`src/hw/serial_channel_map.vh`:
```
/*
 * Register offsets, field positions, mode codes and timing constants
 * for the serial channel block.
 * Assumes inclusion by bare name from the design file.
 */
`ifndef SERIAL_CHANNEL_MAP_VH
`define SERIAL_CHANNEL_MAP_VH

// ==========================================================
// Register offsets (byte addresses, 12-bit address port)
// ==========================================================
`define ADDR_BUF_CH0        12'h200
`define ADDR_BUF_CH1        12'h208
`define ADDR_BUF_CH2        12'h210
`define ADDR_MODE_A         12'h201
`define ADDR_CTRL           12'h202
`define ADDR_BAUD_CTRL      12'h203
`define ADDR_FRAC_VAL       12'h204
`define ADDR_MODE_B         12'h205
`define ADDR_IRQ_CTRL       12'h206

// ==========================================================
// Field positions
// ==========================================================
`define MODE_SEL_LO         0
`define MODE_SEL_HI         1
`define MODE_A_RXE          5
`define MODE_B_FDPX         6
`define CTRL_CLK_LO         0
`define CTRL_CLK_HI         1
`define CTRL_EVEN           6
`define CTRL_PE             5
`define BAUD_N_LO           0
`define BAUD_N_HI           3
`define BAUD_ADDE           6
`define IRQ_TX_FLAG         3
`define IRQ_RX_FLAG         7

// ==========================================================
// Mode codes and values
// ==========================================================
`define MODE_SYNC_IO        2'h0
`define MODE_UART7          2'h1
`define CLKSEL_INT_OUT      2'h0
`define N_IS_16             4'h0
`define N_IS_1              4'h1
`define FRAC_ONE            4'hF
`define FRAC_SIXTEEN        5'h10
`define DATA_BITS_SYNC      4'h8
`define DATA_BITS_UART7     4'h7
`define UART_OVERSAMPLE     4'hF
`define UART_MID_SAMPLE     4'h7
`define BIT_CNT_ZERO        4'h0
`define DIV_ONE             5'h01
`define ZERO8               8'h00
`define ZERO4               4'h0
`define ZERO5               5'h00
`define RD_UNMAPPED         8'h00

`endif

```
`src/hw/serial_channel.v`:
```
/*
 * One serial channel: buffer register, synchronous I/O mode with
 * internal or external shift clock, and 7-bit asynchronous mode.
 * Assumes the register master on ref_clk, one-cycle strobes, and
 * that pin inputs arrive asynchronously.
 */
// Functional notes
// - Fractional divide only async, N 2..15
// - Buffer write hits transmit, read returns receive
// - Sync mode: internal or external shift clock
// - Internal clock: each write sends 8 bits
// - After last sync bit set transmit flag
// - External clock: shift 8 bits after write
// - Internal receive runs only with flag clear
// - After 8 bits copy byte, set flag
// - Receive enable starts first clock burst
// - External receive only after flag cleared
// - Control 00: drive clock, tx fall, rx rise
// - Full duplex bit runs tx and rx together
// - Mode field 00 selects sync I/O
// - Mode field 01 selects 7-bit async
// - Parity only when enabled, sense selectable
`timescale 1ns/1ps
`include "serial_channel_map.vh"

module serial_channel
(
    input  wire        ref_clk,          // System clock
    input  wire        sys_rst,          // Async reset, active high
    input  wire        presc_tick,       // Baud prescaler tick
    input  wire [11:0] reg_addr,         // Register address
    input  wire [7:0]  reg_wdata,        // Write data
    input  wire        reg_wr,           // Write strobe
    input  wire        reg_rd,           // Read strobe
    output reg  [7:0]  reg_rdata,        // Read data, one cycle later
    output reg         transmit_data_pin,// Serial data out
    input  wire        receive_data_pin, // Serial data in
    output reg         shift_clock_pin_o,  // Shift clock out
    output reg         shift_clock_pin_oe, // Shift clock drive enable
    input  wire        shift_clock_pin_i,  // Shift clock in
    output reg         transmit_interrupt, // Transmit request
    output reg         receive_interrupt   // Receive request
);

    // ==========================================================
    // Registers
    // ==========================================================
    reg [7:0] mode_a_ff;       // channel_mode_reg_a
    reg [7:0] mode_b_ff;       // channel_mode_reg_b
    reg [7:0] ctrl_ff;         // channel_control_reg
    reg [7:0] baud_ff;         // baud_control_reg
    reg [3:0] frac_ff;         // fractional_divide_value
    reg       tx_flag_ff;      // transmit_irq_flag
    reg       rx_flag_ff;      // receive_irq_flag
    reg [7:0] tx_buf_ff;       // Transmit buffer
    reg [7:0] rx_buf_ff;       // Receive buffer (second stage)
    reg       tx_pend_ff;      // Transmit buffer holds data
    reg [2:0] rxd_sync_ff;     // Data in synchroniser and history
    reg [2:0] sck_sync_ff;     // Shift clock synchroniser and history

    wire [1:0] mode_sel  = mode_a_ff[`MODE_SEL_HI:`MODE_SEL_LO];
    wire       rx_en     = mode_a_ff[`MODE_A_RXE];
    wire       is_sync   = (mode_sel == `MODE_SYNC_IO);
    wire       is_uart7  = (mode_sel == `MODE_UART7);
    wire       int_clk   = (ctrl_ff[`CTRL_CLK_HI:`CTRL_CLK_LO] == `CLKSEL_INT_OUT);
    wire       full_dpx  = mode_b_ff[`MODE_B_FDPX];
    wire [3:0] n_val     = baud_ff[`BAUD_N_HI:`BAUD_N_LO];
    wire       buf_hit   = (reg_addr == `ADDR_BUF_CH0);
    wire       buf_wr    = reg_wr & buf_hit;
    wire       buf_rd    = reg_rd & buf_hit;
    wire       rxd_s     = rxd_sync_ff[1];
    wire       sck_s     = sck_sync_ff[1];
    wire       sck_rise  = sck_s & ~sck_sync_ff[2];
    wire       sck_fall  = ~sck_s & sck_sync_ff[2];

    // ==========================================================
    // Baud divider: N, or N + (16-K)/16 in async with N 2..15
    // ==========================================================
    reg  [4:0] div_cnt_ff;     // Counts prescaler ticks
    reg  [3:0] frac_acc_ff;    // Fractional accumulator
    reg        baud_tick_ff;   // One tick per baud unit
    wire       n_mid     = (n_val != `N_IS_16) & (n_val != `N_IS_1);
    wire       frac_ok   = baud_ff[`BAUD_ADDE] & (frac_ff != `ZERO4) & is_uart7 & n_mid;
    wire [4:0] n_full    = (n_val == `N_IS_16) ? `FRAC_SIXTEEN : {1'b0, n_val};
    wire [4:0] frac_inc  = `FRAC_SIXTEEN - {1'b0, frac_ff};
    wire [4:0] acc_sum   = {1'b0, frac_acc_ff} + frac_inc;
    wire       add_extra = frac_ok & acc_sum[4];
    wire [4:0] div_top   = add_extra ? (n_full + `DIV_ONE) : n_full;

    // Divide prescaler ticks, stretching one unit on fractional carry
    always @(posedge ref_clk or posedge sys_rst)
    begin
        if (sys_rst)
        begin
            div_cnt_ff   <= `ZERO5;
            frac_acc_ff  <= `ZERO4;
            baud_tick_ff <= 1'b0;
        end
        else
        begin
            baud_tick_ff <= 1'b0;
            if (presc_tick)
            begin
                if (div_cnt_ff + `DIV_ONE >= div_top)
                begin
                    div_cnt_ff   <= `ZERO5;
                    baud_tick_ff <= 1'b1;
                    // Accumulator steps only when the fraction is legal
                    if (frac_ok)
                        frac_acc_ff <= acc_sum[3:0];
                end
                else
                    div_cnt_ff <= div_cnt_ff + `DIV_ONE;
            end
        end
    end

    // ==========================================================
    // Pin synchronisers: stage 0 feeds only stage 1
    // ==========================================================
    always @(posedge ref_clk or posedge sys_rst)
    begin
        if (sys_rst)
        begin
            rxd_sync_ff <= 3'h7;
            sck_sync_ff <= 3'h7;
        end
        else
        begin
            rxd_sync_ff <= {rxd_sync_ff[1:0], receive_data_pin};
            sck_sync_ff <= {sck_sync_ff[1:0], shift_clock_pin_i};
        end
    end

    // ==========================================================
    // Shift engines
    // ==========================================================
    reg [7:0] tx_sh_ff;        // Transmit shifter
    reg [3:0] tx_cnt_ff;       // Transmitted bit count
    reg       tx_busy_ff;      // Transmitter active
    reg [7:0] rx_sh_ff;        // First receive stage
    reg [3:0] rx_cnt_ff;       // Received bit count
    reg       rx_busy_ff;      // Receiver active
    reg       sclk_ff;         // Internal shift clock level
    reg [3:0] os_ff;           // Async transmit sub-bit counter
    reg [3:0] ros_ff;          // Async receive sub-bit counter
    reg [1:0] tx_ph_ff;        // Async tx: 0 start,1 data,2 parity,3 stop
    reg [1:0] rx_ph_ff;        // Async rx phase
    reg       par_ff;          // Running parity

    localparam PH_START  = 2'h0;
    localparam PH_DATA   = 2'h1;
    localparam PH_PARITY = 2'h2;
    localparam PH_STOP   = 2'h3;

    wire pe       = ctrl_ff[`CTRL_PE];
    wire par_even = ctrl_ff[`CTRL_EVEN];
    wire rx_go    = rx_en & ~rx_flag_ff;
    // Internal clock runs while a byte is due in either direction
    wire sync_int_act = is_sync & int_clk & (tx_busy_ff | (rx_go & (full_dpx | ~tx_pend_ff)));
    wire int_fall = sync_int_act & baud_tick_ff & sclk_ff;
    wire int_rise = sync_int_act & baud_tick_ff & ~sclk_ff;
    wire s_fall   = int_clk ? int_fall : (is_sync & sck_fall);
    wire s_rise   = int_clk ? int_rise : (is_sync & sck_rise);
    wire tx_done_sync = tx_busy_ff & is_sync & s_rise & (tx_cnt_ff == `DATA_BITS_SYNC);
    wire rx_done_sync = rx_busy_ff & is_sync & s_rise & (rx_cnt_ff + 4'h1 == `DATA_BITS_SYNC);
    wire tx_done_uart = tx_busy_ff & is_uart7 & baud_tick_ff
                        & (os_ff == `UART_OVERSAMPLE) & (tx_ph_ff == PH_STOP);
    wire rx_done_uart = rx_busy_ff & is_uart7 & baud_tick_ff
                        & (ros_ff == `UART_MID_SAMPLE) & (rx_ph_ff == PH_STOP);
    wire tx_done  = tx_done_sync | tx_done_uart;
    wire rx_done  = rx_done_sync | rx_done_uart;

    // Transmit: sync shifts on falling edge, async sends framed bits
    always @(posedge ref_clk or posedge sys_rst)
    begin
        if (sys_rst)
        begin
            tx_sh_ff          <= `ZERO8;
            tx_cnt_ff         <= `BIT_CNT_ZERO;
            tx_busy_ff        <= 1'b0;
            tx_pend_ff        <= 1'b0;
            tx_buf_ff         <= `ZERO8;
            transmit_data_pin <= 1'b1;
            os_ff             <= `ZERO4;
            tx_ph_ff          <= PH_START;
            par_ff            <= 1'b0;
        end
        else
        begin
            if (buf_wr)
            begin
                tx_buf_ff  <= reg_wdata;
                tx_pend_ff <= 1'b1;
            end
            if (!tx_busy_ff && tx_pend_ff && !buf_wr)
            begin
                // Load; sync in either clock mode, async starts frame
                tx_sh_ff   <= tx_buf_ff;
                tx_pend_ff <= 1'b0;
                tx_busy_ff <= 1'b1;
                tx_cnt_ff  <= `BIT_CNT_ZERO;
                os_ff      <= `ZERO4;
                tx_ph_ff   <= PH_START;
                par_ff     <= par_even ? 1'b0 : 1'b1;
                if (is_uart7)
                    transmit_data_pin <= 1'b0;
            end
            else if (tx_busy_ff && is_sync && s_fall && tx_cnt_ff != `DATA_BITS_SYNC)
            begin
                transmit_data_pin <= tx_sh_ff[0];
                tx_sh_ff          <= {1'b0, tx_sh_ff[7:1]};
                tx_cnt_ff         <= tx_cnt_ff + 4'h1;
            end
            else if (tx_done)
            begin
                // Sync: the last bit stays past the final rise so the far side still samples it
                tx_busy_ff        <= 1'b0;
            end
            else if (!tx_busy_ff && baud_tick_ff)
                transmit_data_pin <= 1'b1;                     // Back to idle one tick later
            else if (tx_busy_ff && is_uart7 && baud_tick_ff)
            begin
                os_ff <= os_ff + 4'h1;
                if (os_ff == `UART_OVERSAMPLE)
                begin
                    case (tx_ph_ff)
                        PH_START, PH_DATA:
                        begin
                            if (tx_ph_ff == PH_DATA && tx_cnt_ff == `DATA_BITS_UART7)
                            begin
                                tx_ph_ff          <= pe ? PH_PARITY : PH_STOP;
                                transmit_data_pin <= pe ? par_ff : 1'b1;
                            end
                            else
                            begin
                                tx_ph_ff          <= PH_DATA;
                                transmit_data_pin <= tx_sh_ff[0];
                                par_ff            <= par_ff ^ tx_sh_ff[0];
                                tx_sh_ff          <= {1'b0, tx_sh_ff[7:1]};
                                tx_cnt_ff         <= tx_cnt_ff + 4'h1;
                            end
                        end
                        PH_PARITY:
                        begin
                            tx_ph_ff          <= PH_STOP;
                            transmit_data_pin <= 1'b1;
                        end
                        default:
                            tx_ph_ff <= PH_STOP;
                    endcase
                end
            end
        end
    end

    // Receive: sync samples on rising edge, async mid-bit sampling
    always @(posedge ref_clk or posedge sys_rst)
    begin
        if (sys_rst)
        begin
            rx_sh_ff   <= `ZERO8;
            rx_cnt_ff  <= `BIT_CNT_ZERO;
            rx_busy_ff <= 1'b0;
            rx_buf_ff  <= `ZERO8;
            ros_ff     <= `ZERO4;
            rx_ph_ff   <= PH_START;
        end
        else if (!rx_en)
            rx_busy_ff <= 1'b0;
        else if (is_sync)
        begin
            // Half duplex internal clock gives transmit priority
            if (!rx_busy_ff && rx_go && (!int_clk || full_dpx || !tx_busy_ff))
            begin
                rx_busy_ff <= 1'b1;
                rx_cnt_ff  <= `BIT_CNT_ZERO;
            end
            else if (rx_busy_ff && s_rise)
            begin
                rx_sh_ff  <= {rxd_s, rx_sh_ff[7:1]};
                rx_cnt_ff <= rx_cnt_ff + 4'h1;
                if (rx_done_sync)
                begin
                    rx_buf_ff  <= {rxd_s, rx_sh_ff[7:1]};
                    rx_busy_ff <= 1'b0;
                end
            end
        end
        else if (is_uart7)
        begin
            if (!rx_busy_ff && !rxd_s)
            begin
                rx_busy_ff <= 1'b1;
                ros_ff     <= `ZERO4;
                rx_ph_ff   <= PH_START;
                rx_cnt_ff  <= `BIT_CNT_ZERO;
            end
            else if (rx_busy_ff && baud_tick_ff)
            begin
                ros_ff <= ros_ff + 4'h1;
                if (ros_ff == `UART_MID_SAMPLE)
                begin
                    case (rx_ph_ff)
                        PH_START:
                            if (rxd_s)
                                rx_busy_ff <= 1'b0;            // False start
                            else
                                rx_ph_ff <= PH_DATA;
                        PH_DATA:
                        begin
                            rx_sh_ff  <= {1'b0, rxd_s, rx_sh_ff[6:1]};
                            rx_cnt_ff <= rx_cnt_ff + 4'h1;
                            if (rx_cnt_ff + 4'h1 == `DATA_BITS_UART7)
                                rx_ph_ff <= pe ? PH_PARITY : PH_STOP;
                        end
                        PH_PARITY:
                            rx_ph_ff <= PH_STOP;
                        default:
                        begin
                            rx_busy_ff <= 1'b0;
                            rx_buf_ff  <= rx_sh_ff;
                        end
                    endcase
                end
            end
        end
    end

    // ==========================================================
    // Shift clock pin: idles high, driven only with internal clock
    // ==========================================================
    always @(posedge ref_clk or posedge sys_rst)
    begin
        if (sys_rst)
        begin
            sclk_ff            <= 1'b1;
            shift_clock_pin_o  <= 1'b1;
            shift_clock_pin_oe <= 1'b0;
        end
        else
        begin
            if (int_fall)
                sclk_ff <= 1'b0;
            else if (int_rise)
                sclk_ff <= 1'b1;
            else if (!sync_int_act)
                sclk_ff <= 1'b1;
            shift_clock_pin_o  <= sclk_ff;
            shift_clock_pin_oe <= is_sync & int_clk;
        end
    end

    // ==========================================================
    // Register writes, flags (set wins over clear), reads
    // ==========================================================
    always @(posedge ref_clk or posedge sys_rst)
    begin
        if (sys_rst)
        begin
            mode_a_ff          <= `ZERO8;
            mode_b_ff          <= `ZERO8;
            ctrl_ff            <= `ZERO8;
            baud_ff            <= `ZERO8;
            frac_ff            <= `ZERO4;
            tx_flag_ff         <= 1'b0;
            rx_flag_ff         <= 1'b0;
            reg_rdata          <= `ZERO8;
            transmit_interrupt <= 1'b0;
            receive_interrupt  <= 1'b0;
        end
        else
        begin
            if (reg_wr)
            begin
                case (reg_addr)
                    `ADDR_MODE_A:    mode_a_ff <= reg_wdata;
                    `ADDR_MODE_B:    mode_b_ff <= reg_wdata;
                    `ADDR_CTRL:      ctrl_ff   <= reg_wdata;
                    `ADDR_BAUD_CTRL: baud_ff   <= reg_wdata;
                    `ADDR_FRAC_VAL:  frac_ff   <= reg_wdata[3:0];
                    default:         ;
                endcase
            end
            // Transmit flag clears on buffer write, set wins
            if (tx_done)
                tx_flag_ff <= 1'b1;
            else if (buf_wr)
                tx_flag_ff <= 1'b0;
            // Receive flag clears on buffer read, set wins
            if (rx_done)
                rx_flag_ff <= 1'b1;
            else if (buf_rd)
                rx_flag_ff <= 1'b0;
            transmit_interrupt <= tx_done;
            receive_interrupt  <= rx_done;
            if (reg_rd)
            begin
                case (reg_addr)
                    `ADDR_BUF_CH0:   reg_rdata <= rx_buf_ff;
                    `ADDR_MODE_A:    reg_rdata <= mode_a_ff;
                    `ADDR_MODE_B:    reg_rdata <= mode_b_ff;
                    `ADDR_CTRL:      reg_rdata <= ctrl_ff;
                    `ADDR_BAUD_CTRL: reg_rdata <= baud_ff;
                    `ADDR_FRAC_VAL:  reg_rdata <= {4'h0, frac_ff};
                    `ADDR_IRQ_CTRL:  reg_rdata <= {rx_flag_ff, 3'h0, tx_flag_ff, 3'h0};
                    default:         reg_rdata <= `RD_UNMAPPED;
                endcase
            end
            else
                reg_rdata <= `RD_UNMAPPED;
        end
    end

endmodule

```
`config.mk`:
```
export PLATFORM = sky130hd
export DESIGN_NAME = serial_channel
export DESIGN_NICKNAME = d
export VERILOG_FILES = /design/src/hw/serial_channel.v
export VERILOG_INCLUDE_DIRS = /design/src /design/src/hw
export SDC_FILE = /design/constraint.sdc
export NUM_CORES = 1
export LEC_CHECK = 0
export BUFFER_PORTS_ARGS = -buffer_cell sky130_fd_sc_hd__clkbuf_2
export CAP_MARGIN = 15
export CORE_MARGIN = 5
export CORE_UTILIZATION = 50
export CTS_CLUSTER_DIAMETER = 150
export DETAILED_ROUTE_END_ITERATION = 16
export MAX_ROUTING_LAYER = met4
export PLACE_DENSITY = 0.65
export REMOVE_ABC_BUFFERS = 1
export SLEW_MARGIN = 20
export SYNTH_ARGS = -nofsm -noshare
export SYNTH_HDL_FRONTEND = slang
export SYNTH_SLANG_ARGS = --single-unit
```
`constraint.sdc`:
```
create_clock -name ref_clk -period 5.2 [get_ports ref_clk]
set_input_delay 1.3 -clock ref_clk [delete_from_list [all_inputs] [get_ports ref_clk]]
set_output_delay 1.3 -clock ref_clk [all_outputs]
set_load 0.05 [all_outputs]
```
==> results of run 1 <==
power breakdown:
group,internal (mW),switching [mW]
sequential,0.991,0.0345
combinational,0.0895,0.129
clock,0.703,0.408
synth_stat cells, types with 4 or more instances:
library cell / instances / area share
sky130_fd_sc_hd__dfrtp_1: 115 / 0.44
sky130_fd_sc_hd__nand2_1: 66 / 0.038
sky130_fd_sc_hd__mux2_2: 42 / 0.073
sky130_fd_sc_hd__nor2_1: 31 / 0.018
sky130_fd_sc_hd__o21ai_0: 29 / 0.022
sky130_fd_sc_hd__ha_1: 25 / 0.048
sky130_fd_sc_hd__inv_1: 25 / 0.014
sky130_fd_sc_hd__nand3_1: 22 / 0.017
sky130_fd_sc_hd__clkbuf_1: 21 / 0.012
sky130_fd_sc_hd__a21oi_1: 18 / 0.014
sky130_fd_sc_hd__nor2b_1: 17 / 0.016
sky130_fd_sc_hd__mux2i_1: 15 / 0.023
sky130_fd_sc_hd__mux2_1: 11 / 0.019
sky130_fd_sc_hd__nand2b_1: 10 / 0.0096
sky130_fd_sc_hd__a21o_1: 9 / 0.010
sky130_fd_sc_hd__nor3_1: 9 / 0.0069
sky130_fd_sc_hd__dfstp_2: 8 / 0.032
sky130_fd_sc_hd__mux2_4: 8 / 0.018
sky130_fd_sc_hd__o2111ai_1: 8 / 0.011
sky130_fd_sc_hd__or3_1: 7 / 0.0067
sky130_fd_sc_hd__a22oi_1: 6 / 0.0069
sky130_fd_sc_hd__a31oi_1: 6 / 0.0058
sky130_fd_sc_hd__nor3b_1: 5 / 0.0058
sky130_fd_sc_hd__or2_2: 5 / 0.0048
sky130_fd_sc_hd__xnor2_1: 5 / 0.0067
sky130_fd_sc_hd__xor2_1: 5 / 0.0067
sky130_fd_sc_hd__a222oi_1: 4 / 0.0061
sky130_fd_sc_hd__a22o_1: 4 / 0.0054
sky130_fd_sc_hd__a31o_2: 4 / 0.0054
sky130_fd_sc_hd__and3_1: 4 / 0.0038
sky130_fd_sc_hd__buf_2: 4 / 0.0031
sky130_fd_sc_hd__nand4_1: 4 / 0.0038
sky130_fd_sc_hd__nand4b_1: 4 / 0.0054
sky130_fd_sc_hd__nor4_1: 4 / 0.0038
final cells by class:
| class | instances | area (um^2) |
|---|---|---|
| timing repair buffer | 42 | 217.7 |
| sequential | 123 | 3088 |
| multi-input combinational | 442 | 3214 |
| fill | 1134 | 5330 |
| inverter | 25 | 96.34 |
| clock inverter | 7 | 65.06 |
| clock buffer | 25 | 495.5 |
| tap | 172 | 215.2 |
per-stage QoR:
stage	setup slack, ns	hold slack, ns	cells
floorplan	0.6424	0.3452	590
global placement	1.552	0.3454	804
detailed placement	1.440	0.3470	804
CTS	1.410	0.3568	836
global route	1.086	0.3623	836
finish	1.417	0.3530	836
critical path: stages (launching register included):
cell and delay [ns]:
sky130_fd_sc_hd__dfrtp_1 0.41, sky130_fd_sc_hd__ha_1 0.23, sky130_fd_sc_hd__fa_1 0.41, sky130_fd_sc_hd__nor2b_1 0.12, sky130_fd_sc_hd__o21ai_0 0.08, sky130_fd_sc_hd__a21oi_1 0.40
sky130_fd_sc_hd__nand2_1 0.12, sky130_fd_sc_hd__xor2_1 0.16, sky130_fd_sc_hd__ha_1 0.30, sky130_fd_sc_hd__nand2_1 0.05, sky130_fd_sc_hd__o21ai_0 0.13, sky130_fd_sc_hd__a31oi_1 0.25
sky130_fd_sc_hd__nor3b_1 0.60, sky130_fd_sc_hd__mux2_2 0.40
logic make-up (layout without fill, tap and decap cells):
logic type      count (synthesis)  in the layout  share of synthesized area
buf+inv                        53             99                    0.03246
compound gates                125            125                     0.1329
xor+xnor                       10             10                    0.01345
mux                            76             76                     0.1331
fa+ha+maj                      26             26                    0.05110
simple gates                  205            205                     0.1629
flops                         123            123                     0.4741
metal layers:
layer	part of all wire	GRT usage	vias to the layer above	routed length, um
met2	0.49	0.3446	101	7438
met3	0.043	0.05086	14	647
met4	0.011	0.06708	0	163
met5	0	-	-	0
li1	-	-	2306	-
met1	0.45	0.2836	2463	6837
final timing paths:
check | start | end | slack, ns
setup / recovery | frac_ff[0]$_DFFE_PP0P_ | frac_acc_ff[3]$_DFFE_PP0P_ | 1.42
max in group asynchronous | sys_rst | shift_clock_pin_o$_DFF_PP1_ | 3.26
hold reg to reg | rxd_sync_ff[0]$_DFF_PP1_ | rxd_sync_ff[1]$_DFF_PP1_ | 0.35
setup reg to reg | frac_ff[0]$_DFFE_PP0P_ | frac_acc_ff[3]$_DFFE_PP0P_ | 1.42
min in group asynchronous | sys_rst | ctrl_ff[3]$_DFFE_PP0P_ | 0.95
hold / removal | rxd_sync_ff[0]$_DFF_PP1_ | rxd_sync_ff[1]$_DFF_PP1_ | 0.35
==> summary.md, run 1 <==
| Metric | Value |
|---|---|
| Run status | `finished clean` |
| Clock tree from TritonCTS | `done` |
| Most common cell after layout, fill and taps aside | `sky130_fd_sc_hd__dfrtp_1` |
| Shortest period the worst path allows | `~3.8 ns` |
| Post-CTS Resized | `0` |
| Static leakage power | `3.473 nW` |
| Path type of the worst min-delay path | `register to register` |
| Top-level I/O count | `40` |
| CP Data Arrival Time | `4.08 ns` |
| Post-route total power | `2.356 mW` |
| Primary FF master, synth | `sky130_fd_sc_hd__dfrtp_1` |
| Total number of vias | `roughly 4.9k` |
| Post-synth EDFFs | `0` |
| Count of nets after finishing | `704` |
| DRT antenna net count | `0` |
| Total GRT Usage | `0.2189` |
| Fraction of layout instances using a drive strength above 1 | `0.2139` |
| Tcrit/Tclk final | `0.7276` |
| Global-route wire length before repair | `~25000 um` |
| Vias in the first global route | `4979` |
| Area enclosed by the die boundary | `roughly 0.015 mm^2` |
| Crit Path Category | `register to register` |
| Routability Congestion | `0.8994` |
| Maximum number of pins on one net before global-route repair | `49` |
| DIE HEIGHT | `~120 um` |
| Worst Reg2Reg Path Length in Cells | `13` |
| Total congestion overflow | `0` |
| Placed standard-cell area | `0.006832 mm^2` |
| Seq cells post-synth | `123` |
| Relative slew slack | `0.3210` |
| Total core area | `0.01272 mm^2` |
| Avg Cell Area, Syn | `10.54 um^2` |
| Setup repair after global routing missed its margin | `false` |
| Buffers added on ports | `39` |
| Diodes inserted | `0` |
| Warnings from Yosys | `0` |
| Mapped cell area | `around 0.0065 mm^2` |
| Clock transition at the registers of the reported paths | `0.05 ns` |
| Clock Tree Root | `sky130_fd_sc_hd__clkbuf_16` |
| Number of sinks handled by clock tree synthesis | `123` |
| Commonest cells after routing, fill and taps aside | `sky130_fd_sc_hd__dfrtp_1, sky130_fd_sc_hd__nand2_1, sky130_fd_sc_hd__mux2_2` |
| Starting density of the core | `0.5120` |
| Worst clock skew | `0.007227 ns` |
| Layout area overhead | `13.48%` |
| Worst Path Required | `roughly 5.5 ns` |
| Initial antenna violation count | `0` |
| Core Rows | `between 40 and 50` |
| F_max | `264.3 MHz` |
| Finished layout cell area | `~0.0074 mm^2` |
| Gate Count Post-Synth | `618` |
| Setup violation total in the final timing report | `0` |
| Clock latency on the worst-skew pair | `0.42 ns` |
| Count of buffers added by post-CTS timing repair for setup | `0` |
| Final core utilization | `0.5810` |
| Starting DRC count in detailed routing | `326` |
| Peak ir drop on the vdd network | `275.5 uV` |
| Async set or reset register ratio after synthesis | `1.000` |
| Final max-slew violation count | `0` |
| Count of different cell masters after synthesis | `69` |
| Routed wire per std cell | `roughly 18 um` |
| Maximum Capacitance Violations | `0` |
| H-Tree Depth | `4` |
| Detailed-placement wirelength estimate | `10720 um` |
| DRC | `0` |
| X dimension of the die | `roughly 120 um` |
| Kind of end point of the critical path | `register` |
| Number of cells on the worst hold path | `0` |
| Iteration count of the initial detailed-routing pass | `7` |
| Post-Route WL | `roughly 15000 um` |
| Post-detailed-route via-to-cell ratio | `5.842` |
| Total Negative Setup Slacks | `0 ns` |
| Hold-fix buffers at CTS | `0` |
| Worst Setup Start Kind | `register` |
| Clock buffer count from CTS | `17` |
| Power density relative to cell area | `318.7 mW/mm^2` |
| Clock buffer depth | `2` |
| Slew of the pin with the lowest slew margin | `1.012 ns` |
| Final hold violations | `0` |
| Max FO, Critical Path | `7` |
| Sequential cell area fraction in the yosys report | `0.4741` |
(Power assumes the default switching activity.)
==> inputs of run 2 (changes only) <==
==> constraint.sdc (replaced) <==
create_clock -name ref_clk -period 3.8 [get_ports ref_clk]
set_input_delay 0.95 -clock ref_clk [delete_from_list [all_inputs] [get_ports ref_clk]]
set_output_delay 0.95 -clock ref_clk [all_outputs]
set_load 0.05 [all_outputs]
==> run 2 against run 1 <==
Global-route usage increased by 0.10 points. Clock skew increased by 0.0026 ns. Clock power increased by 50%. Critical endpoint unchanged.
==> summary.md, run 2 (synthesis results as in run 1) <==
| Metric | Value |
|---|---|
| Cell Count Post-Placement | `a little over 800` |
| F_max | `between 200 and 300 MHz` |
| Starting density of the core | `0.5120` |
| H-Tree Depth | `4` |
| Clock tree from TritonCTS | `done` |
| Buffers and inverters on the worst path | `1` |
| Shortest period the worst path allows | `3.406 ns` |
| Vias in the first global route | `4968` |
| Total number of vias | `4880` |
| Layout area overhead | `15.14%` |
| Count of buffers added by post-CTS timing repair for setup | `0` |
| Slew of the pin with the lowest slew margin | `0.8656 ns` |
| Final max-slew violation count | `0` |
| DIE HEIGHT | `124.1 um` |
| Initial antenna violation count | `0` |
| Global routing met2 resource utilization | `0.3530` |
| Met1 demand-to-capacity share in global routing | `0.2698` |
| Grt met3 use | `0.05677` |
| Hold-fix buffers at CTS | `0` |
| Cell-by-cell listing of the critical path | `ha_1, fa_1, nor2b_1, o21ai_0, a21oi_1, nand2_1, xor2_1, ha_1, nand2_1, o21ai_0, a31oi_1, nor3b_1, buf_4, mux2_2` |
| Final non-filler cell total | `842` |
| Starting DRC count in detailed routing | `337` |
| Total GRT Usage | `0.2199` |
| Most common cell after layout, fill and taps aside | `sky130_fd_sc_hd__dfrtp_1` |
| CP delay by family, top | `adder cells` |
| Path type of the worst min-delay path | `register to register` |
| Worst Path Required | `4.11 ns` |
| Crit Path Category | `register to register` |
| Area enclosed by the die boundary | `around 0.015 mm^2` |
| Clock transition at the registers of the reported paths | `around 0.060 ns` |
| Relative contribution of combinational cells to total power | `0.092` |
| Post-detailed-route via-to-cell ratio | `5.796` |
| Top-level I/O count | `40` |
| Maximum Capacitance Violations | `0` |
| Worst-case register-to-register setup slack | `~0.39 ns` |
| Routability Congestion | `0.8777` |
| Iteration count of the initial detailed-routing pass | `6` |
| Commonest cells after routing, fill and taps aside | `sky130_fd_sc_hd__dfrtp_1, sky130_fd_sc_hd__nand2_1, sky130_fd_sc_hd__mux2_2` |
| Fraction of layout instances using a drive strength above 1 | `0.2269` |
| Number of cells on the worst hold path | `0` |
| Launch instance of the worst min-delay path | `rxd_sync_ff[0]$_DFF_PP1_` |
| Number of sinks handled by clock tree synthesis | `between 100 and 150` |
| Tcrit/Tclk final | `0.8963` |
| Post-route total power | `between 3 and 4 mW` |
| Worst-path cell with the longest stage delay | `sky130_fd_sc_hd__fa_1` |
| Beginning of the worst register-to-register path | `frac_ff[0]$_DFFE_PP0P_` |
| Count of nets after finishing | `slightly above 700` |
| Clock buffer count from CTS | `17` |
| Destination of the worst hold path | `rxd_sync_ff[1]$_DFF_PP1_` |
| Worst Setup Start Kind | `register` |
| Clock latency on the worst-skew pair | `0.43 ns` |
| Routed wire per std cell | `17.95 um` |
| Number of fill cells | `1110` |
| Static leakage power | `3.515 nW` |
| Global-route wire length before repair | `24990 um` |
| Placed standard-cell area | `0.006889 mm^2` |
| Hold_ws | `between 0.3 and 0.4 ns` |
| Maximum number of pins on one net before global-route repair | `between 70 and 80` |
| Core Rows | `41` |
| Total core area | `around 0.013 mm^2` |
| Worst Reg2Reg Path Length in Cells | `14` |
| Proportion of power drawn by flip-flops and latches | `0.415` |
| Final core utilization | `0.5895` |
| Clock buffer depth | `2` |
| Detailed-placement wirelength estimate | `around 11000 um` |
| Max FO, Critical Path | `6` |
| Sw power | `841.0 uW` |
| Worst clock skew | `0.009804 ns` |
| Peak ir drop on the vdd network | `369.1 uV` |
| Post-CTS Resized | `0` |
| Clock Tree Root | `sky130_fd_sc_hd__clkbuf_16` |
| Run status | `finished clean` |
| Finished layout cell area | `0.007500 mm^2` |
| Relative slew slack | `0.4229` |
| Clock Power Share | `0.493` |
| Most used routing layer in global routing | `met2` |
| X dimension of the die | `124.1 um` |
| DRT antenna net count | `0` |
| Kind of end point of the critical path | `register` |
| Total congestion overflow | `0` |
| Post-Route WL | `15110 um` |
| CP Data Arrival Time | `3.72 ns` |
| Setup violation total in the final timing report | `0` |
| DRC | `0` |
| Power density relative to cell area | `450.2 mW/mm^2` |
| Design internal power | `2.535 mW` |
| Buffers added on ports | `39` |
| Destination of the worst register-to-register timing path | `frac_acc_ff[3]$_DFFE_PP0P_` |
| Diodes inserted | `0` |
| Final hold violations | `0` |
| Net switching share of the total power | `0.2491` |
| Slowest stage delay, CP | `0.42 ns` |
| Setup repair after global routing missed its margin | `false` |
==> run 2: cell type report <==
type,count,area (um^2),share of cell area
clock buffer,18,439.2,0.05856
clock inverter,14,171.4,0.02286
inverter,25,96.34,0.01285
multi-input combinational,442,3214,0.4286
sequential,123,3088,0.4117
tap,172,215.2,0.02870
timing repair buffer,48,275.3,0.03670
==> run 2: worst reg2reg max path: cells and delay by family (launching register included) <==
kind | cells | cell delay [ns]
compound gates | 4 | 0.77
xor+xnor | 1 | 0.16
fa+ha+maj | 3 | 0.97
buf+inv | 1 | 0.17
flops | 1 | 0.41
mux | 1 | 0.33
simple gates | 4 | 0.50
==> run 2: per-stage QoR <==
stage	worst slack [ns]	setup TNS [ns]
finish	0.3939	0
global route	0.2474	0
CTS	0.4135	0
floorplan	-0.4076	-46.88
detailed placement	0.4287	0
global placement	0.5327	0
==> run 2: how the worst max path moves through the flow <==
stage,slack (ns),cells after the start,start,endpoint
final,0.39,14,frac_ff[0]$_DFFE_PP0P_,frac_acc_ff[3]$_DFFE_PP0P_
after global routing,0.25,14,frac_ff[0]$_DFFE_PP0P_,frac_acc_ff[3]$_DFFE_PP0P_
after CTS,0.41,14,frac_ff[0]$_DFFE_PP0P_,frac_acc_ff[3]$_DFFE_PP0P_
after detailed placement,0.43,14,frac_ff[0]$_DFFE_PP0P_,frac_acc_ff[3]$_DFFE_PP0P_
after global placement,0.53,14,frac_ff[0]$_DFFE_PP0P_,frac_acc_ff[2]$_DFFE_PP0P_
after floorplan,-0.41,1,sys_rst,baud_ff[0]$_DFFE_PP0P_
==> run 2: layer usage <==
layer,up-vias,share of wire,routed length (um)
li1,2320,-,-
met1,2439,0.45,6757
met2,95,0.49,7376
met3,26,0.043,654
met4,0,0.022,325
met5,-,0,0
==> run 2: power groups by stage <==
stage	Combinational [mW]	Sequential (mW)	Clock, mW
4_1_cts	0.316	1.40	1.69
5_1_grt	0.354	1.41	1.74
6_report	0.312	1.40	1.66
3_5_place_dp	0.310	1.42	0
2_1_floorplan	0.192	1.43	0
3_3_place_gp	0.301	1.42	0
==> inputs of run 3 (changes only) <==
--- a/config.mk
+++ b/config.mk
@@ -8,12 +8,14 @@
 export LEC_CHECK = 0
 export BUFFER_PORTS_ARGS = -buffer_cell sky130_fd_sc_hd__clkbuf_2
 export CAP_MARGIN = 15
+export CELL_PAD_IN_SITES_DETAIL_PLACEMENT = 1
+export CELL_PAD_IN_SITES_GLOBAL_PLACEMENT = 1
 export CORE_MARGIN = 5
-export CORE_UTILIZATION = 50
+export CORE_UTILIZATION = 49
 export CTS_CLUSTER_DIAMETER = 150
 export DETAILED_ROUTE_END_ITERATION = 16
 export MAX_ROUTING_LAYER = met4
-export PLACE_DENSITY = 0.65
+export PLACE_DENSITY_LB_ADDON = 0.12
 export REMOVE_ABC_BUFFERS = 1
 export SLEW_MARGIN = 20
 export SYNTH_ARGS = -nofsm -noshare
==> constraint.sdc (replaced) <==
create_clock -name ref_clk -period 3.59 [get_ports ref_clk]
set_input_delay 0.8975 -clock ref_clk [delete_from_list [all_inputs] [get_ports ref_clk]]
set_output_delay 0.8975 -clock ref_clk [all_outputs]
set_load 0.05 [all_outputs]
==> run 3 against run 2 <==
Clock-buffer cell count increased by 6. Clock skew increased by 0.0020 ns. Worst setup slack got worse by 0.082 ns. Sequential cell count unchanged. Total power increased by 8.3%. First-iteration DRC count decreased by 25%. Die area increased by 1.9%. Via count increased by 2.5%. Largest power group unchanged.
==> summary.md, run 3 (synthesis results as in run 1) <==
| Metric | Value |
|---|---|
| Slew of the pin with the lowest slew margin | `roughly 0.98 ns` |
| Clock Tree Root | `sky130_fd_sc_hd__clkbuf_16` |
| Most used routing layer in global routing | `met2` |
| Clock buffer count from CTS | `17` |
| Worst Setup Start Kind | `register` |
| Tcrit/Tclk final | `0.9131` |
| Met1 demand-to-capacity share in global routing | `0.3062` |
| Initial antenna violation count | `0` |
| Run status | `finished clean` |
| DRC | `0` |
| Iteration count of the initial detailed-routing pass | `5` |
| Worst-case register-to-register setup slack | `0.31 ns` |
| Max FO, Critical Path | `4` |
| Total number of vias | `5001` |
| Diodes inserted | `0` |
| Number of sinks handled by clock tree synthesis | `123` |
| Fraction of layout instances using a drive strength above 1 | `0.2255` |
| Total GRT Usage | `0.2463` |
| Setup repair after global routing missed its margin | `false` |
| Maximum Capacitance Violations | `0` |
| Maximum number of pins on one net before global-route repair | `81` |
| Setup violation total in the final timing report | `0` |
| Starting DRC count in detailed routing | `254` |
| Worst Path Required | `3.90 ns` |
| Clock transition at the registers of the reported paths | `0.05 ns` |
| Relative slew slack | `0.3471` |
| Static leakage power | `3.561 nW` |
| Buffers added on ports | `39` |
| H-Tree Depth | `4` |
| Total congestion overflow | `0` |
| Starting density of the core | `0.4958` |
| Total core area | `0.01314 mm^2` |
| Placed standard-cell area | `0.006932 mm^2` |
| Worst clock skew | `0.01177 ns` |
| Final core utilization | `0.5748` |
| Final setup slack of the worst path | `0.3119 ns` |
| Grt met3 use | `0.04563` |
| Shortest period the worst path allows | `around 3.3 ns` |
| DP Worst Slack | `0.3284 ns` |
| F_max | `305.1 MHz` |
| Count of nets after finishing | `about 700` |
| Final max-slew violation count | `0` |
| Peak ir drop on the vdd network | `407.7 uV` |
| DRT antenna net count | `0` |
| Core Rows | `42` |
| Power density relative to cell area | `484.2 mW/mm^2` |
| Clock tree from TritonCTS | `done` |
| DIE HEIGHT | `125.3 um` |
| Crit Path Category | `register to register` |
| Commonest cells after routing, fill and taps aside | `sky130_fd_sc_hd__dfrtp_1, sky130_fd_sc_hd__nand2_1, sky130_fd_sc_hd__mux2_2` |
| Top-level I/O count | `40` |
| Path type of the worst min-delay path | `register to register` |
| Most common cell after layout, fill and taps aside | `sky130_fd_sc_hd__dfrtp_1` |
| Detailed-placement wirelength estimate | `12510 um` |
| Post-Route WL | `about 18000 um` |
| Clock latency on the worst-skew pair | `0.43 ns` |
| Final hold violations | `0` |
| Area enclosed by the die boundary | `around 0.016 mm^2` |
| Routed wire per std cell | `20.88 um` |
| Post-detailed-route via-to-cell ratio | `5.884` |
| Layout area overhead | `15.92%` |
| Finished layout cell area | `approximately 0.0076 mm^2` |
| Vias in the first global route | `about 5.7k` |
| X dimension of the die | `between 100 and 150 um` |
| Global routing met2 resource utilization | `0.4113` |
| Global-route wire length before repair | `29940 um` |
| Clock buffer depth | `2` |
| Routability Congestion | `0.8482` |
| Kind of end point of the critical path | `register` |
| CP Data Arrival Time | `3.58 ns` |
[run 3: cell types whose count changed in the layout (fill, tap and decap cells not counted), sizes merged]
cell      previous run  this run
buf                  9        14
bufinv               3         4
clkbuf              57        63
clkinv               4         2
clkinvlp             6         1
inv                 26        25
[run 3: repair_timing]
item	in CTS	in global routing
gates resized for setup	0	1
buffers inserted	0	0
endpoints found under the setup margin	0	2
hold endpoints to repair	0	0
hold buffers	0	0
[run 3: stage by stage]
stage / TNS [ns] / power (mW) / hold WS [ns] / instances
floorplan: -64.99 / 1.718 / 0.3452 / 590
global placement: 0 / 1.833 / 0.3465 / 819
detailed placement: 0 / 1.861 / 0.3472 / 819
CTS: 0 / 3.679 / 0.3554 / 850
global route: 0 / 3.799 / 0.3625 / 850
finish: 0 / 3.656 / 0.3552 / 850
[run 3: power breakdown]
part	switching (mW)	total [mW]	internal [mW]	leakage [nW]
clock	0.612	1.82	1.21	0.300
combinational	0.209	0.350	0.142	1.71
sequential	0.0488	1.48	1.44	1.55
total	0.870	3.66	2.79	3.56
[run 3: per-layer routing]
metal / part of all wire / up-vias
li1: - / 2322
met2: 0.51 / 99
met3: 0.037 / 22
met1: 0.44 / 2558
met4: 0.014 / 0
met5: 0 / -
[run 3: final cells by class]
type,count,area [um^2]
clock buffer,24,481.7
clock inverter,7,137.6
fill,1428,5587
inverter,25,96.34
multi-input combinational,442,3214
sequential,123,3088
tap,176,220.2
timing repair buffer,53,312.8
[run 3: worst max-delay path: stages, from the launching register on]
cell                      delay, ns
sky130_fd_sc_hd__dfrtp_1       0.41
sky130_fd_sc_hd__ha_1          0.24
sky130_fd_sc_hd__fa_1          0.41
sky130_fd_sc_hd__nor2b_1       0.12
sky130_fd_sc_hd__o21ai_0       0.08
sky130_fd_sc_hd__a21oi_1       0.26
sky130_fd_sc_hd__nand2_1       0.11
sky130_fd_sc_hd__xor2_1        0.16
sky130_fd_sc_hd__ha_1          0.31
sky130_fd_sc_hd__nand2_1       0.05
sky130_fd_sc_hd__o21ai_0       0.13
sky130_fd_sc_hd__a31oi_1       0.12
sky130_fd_sc_hd__nor3b_1       0.23
sky130_fd_sc_hd__buf_4         0.18
sky130_fd_sc_hd__mux2_2        0.34
[run 3: path summary, 6_finish.rpt]
path,start,to,cells past startpoint
max in group asynchronous,sys_rst,sclk_ff$_DFFE_PP1P_,3
worst max-delay path,frac_ff[0]$_DFFE_PP0P_,frac_acc_ff[3]$_DFFE_PP0P_,14
worst max register to register,frac_ff[0]$_DFFE_PP0P_,frac_acc_ff[3]$_DFFE_PP0P_,14
worst min-delay path,sck_sync_ff[0]$_DFF_PP1_,sck_sync_ff[1]$_DFF_PP1_,0
min in group asynchronous,sys_rst,frac_acc_ff[1]$_DFFE_PP0P_,2
worst min register to register,sck_sync_ff[0]$_DFF_PP1_,sck_sync_ff[1]$_DFF_PP1_,0
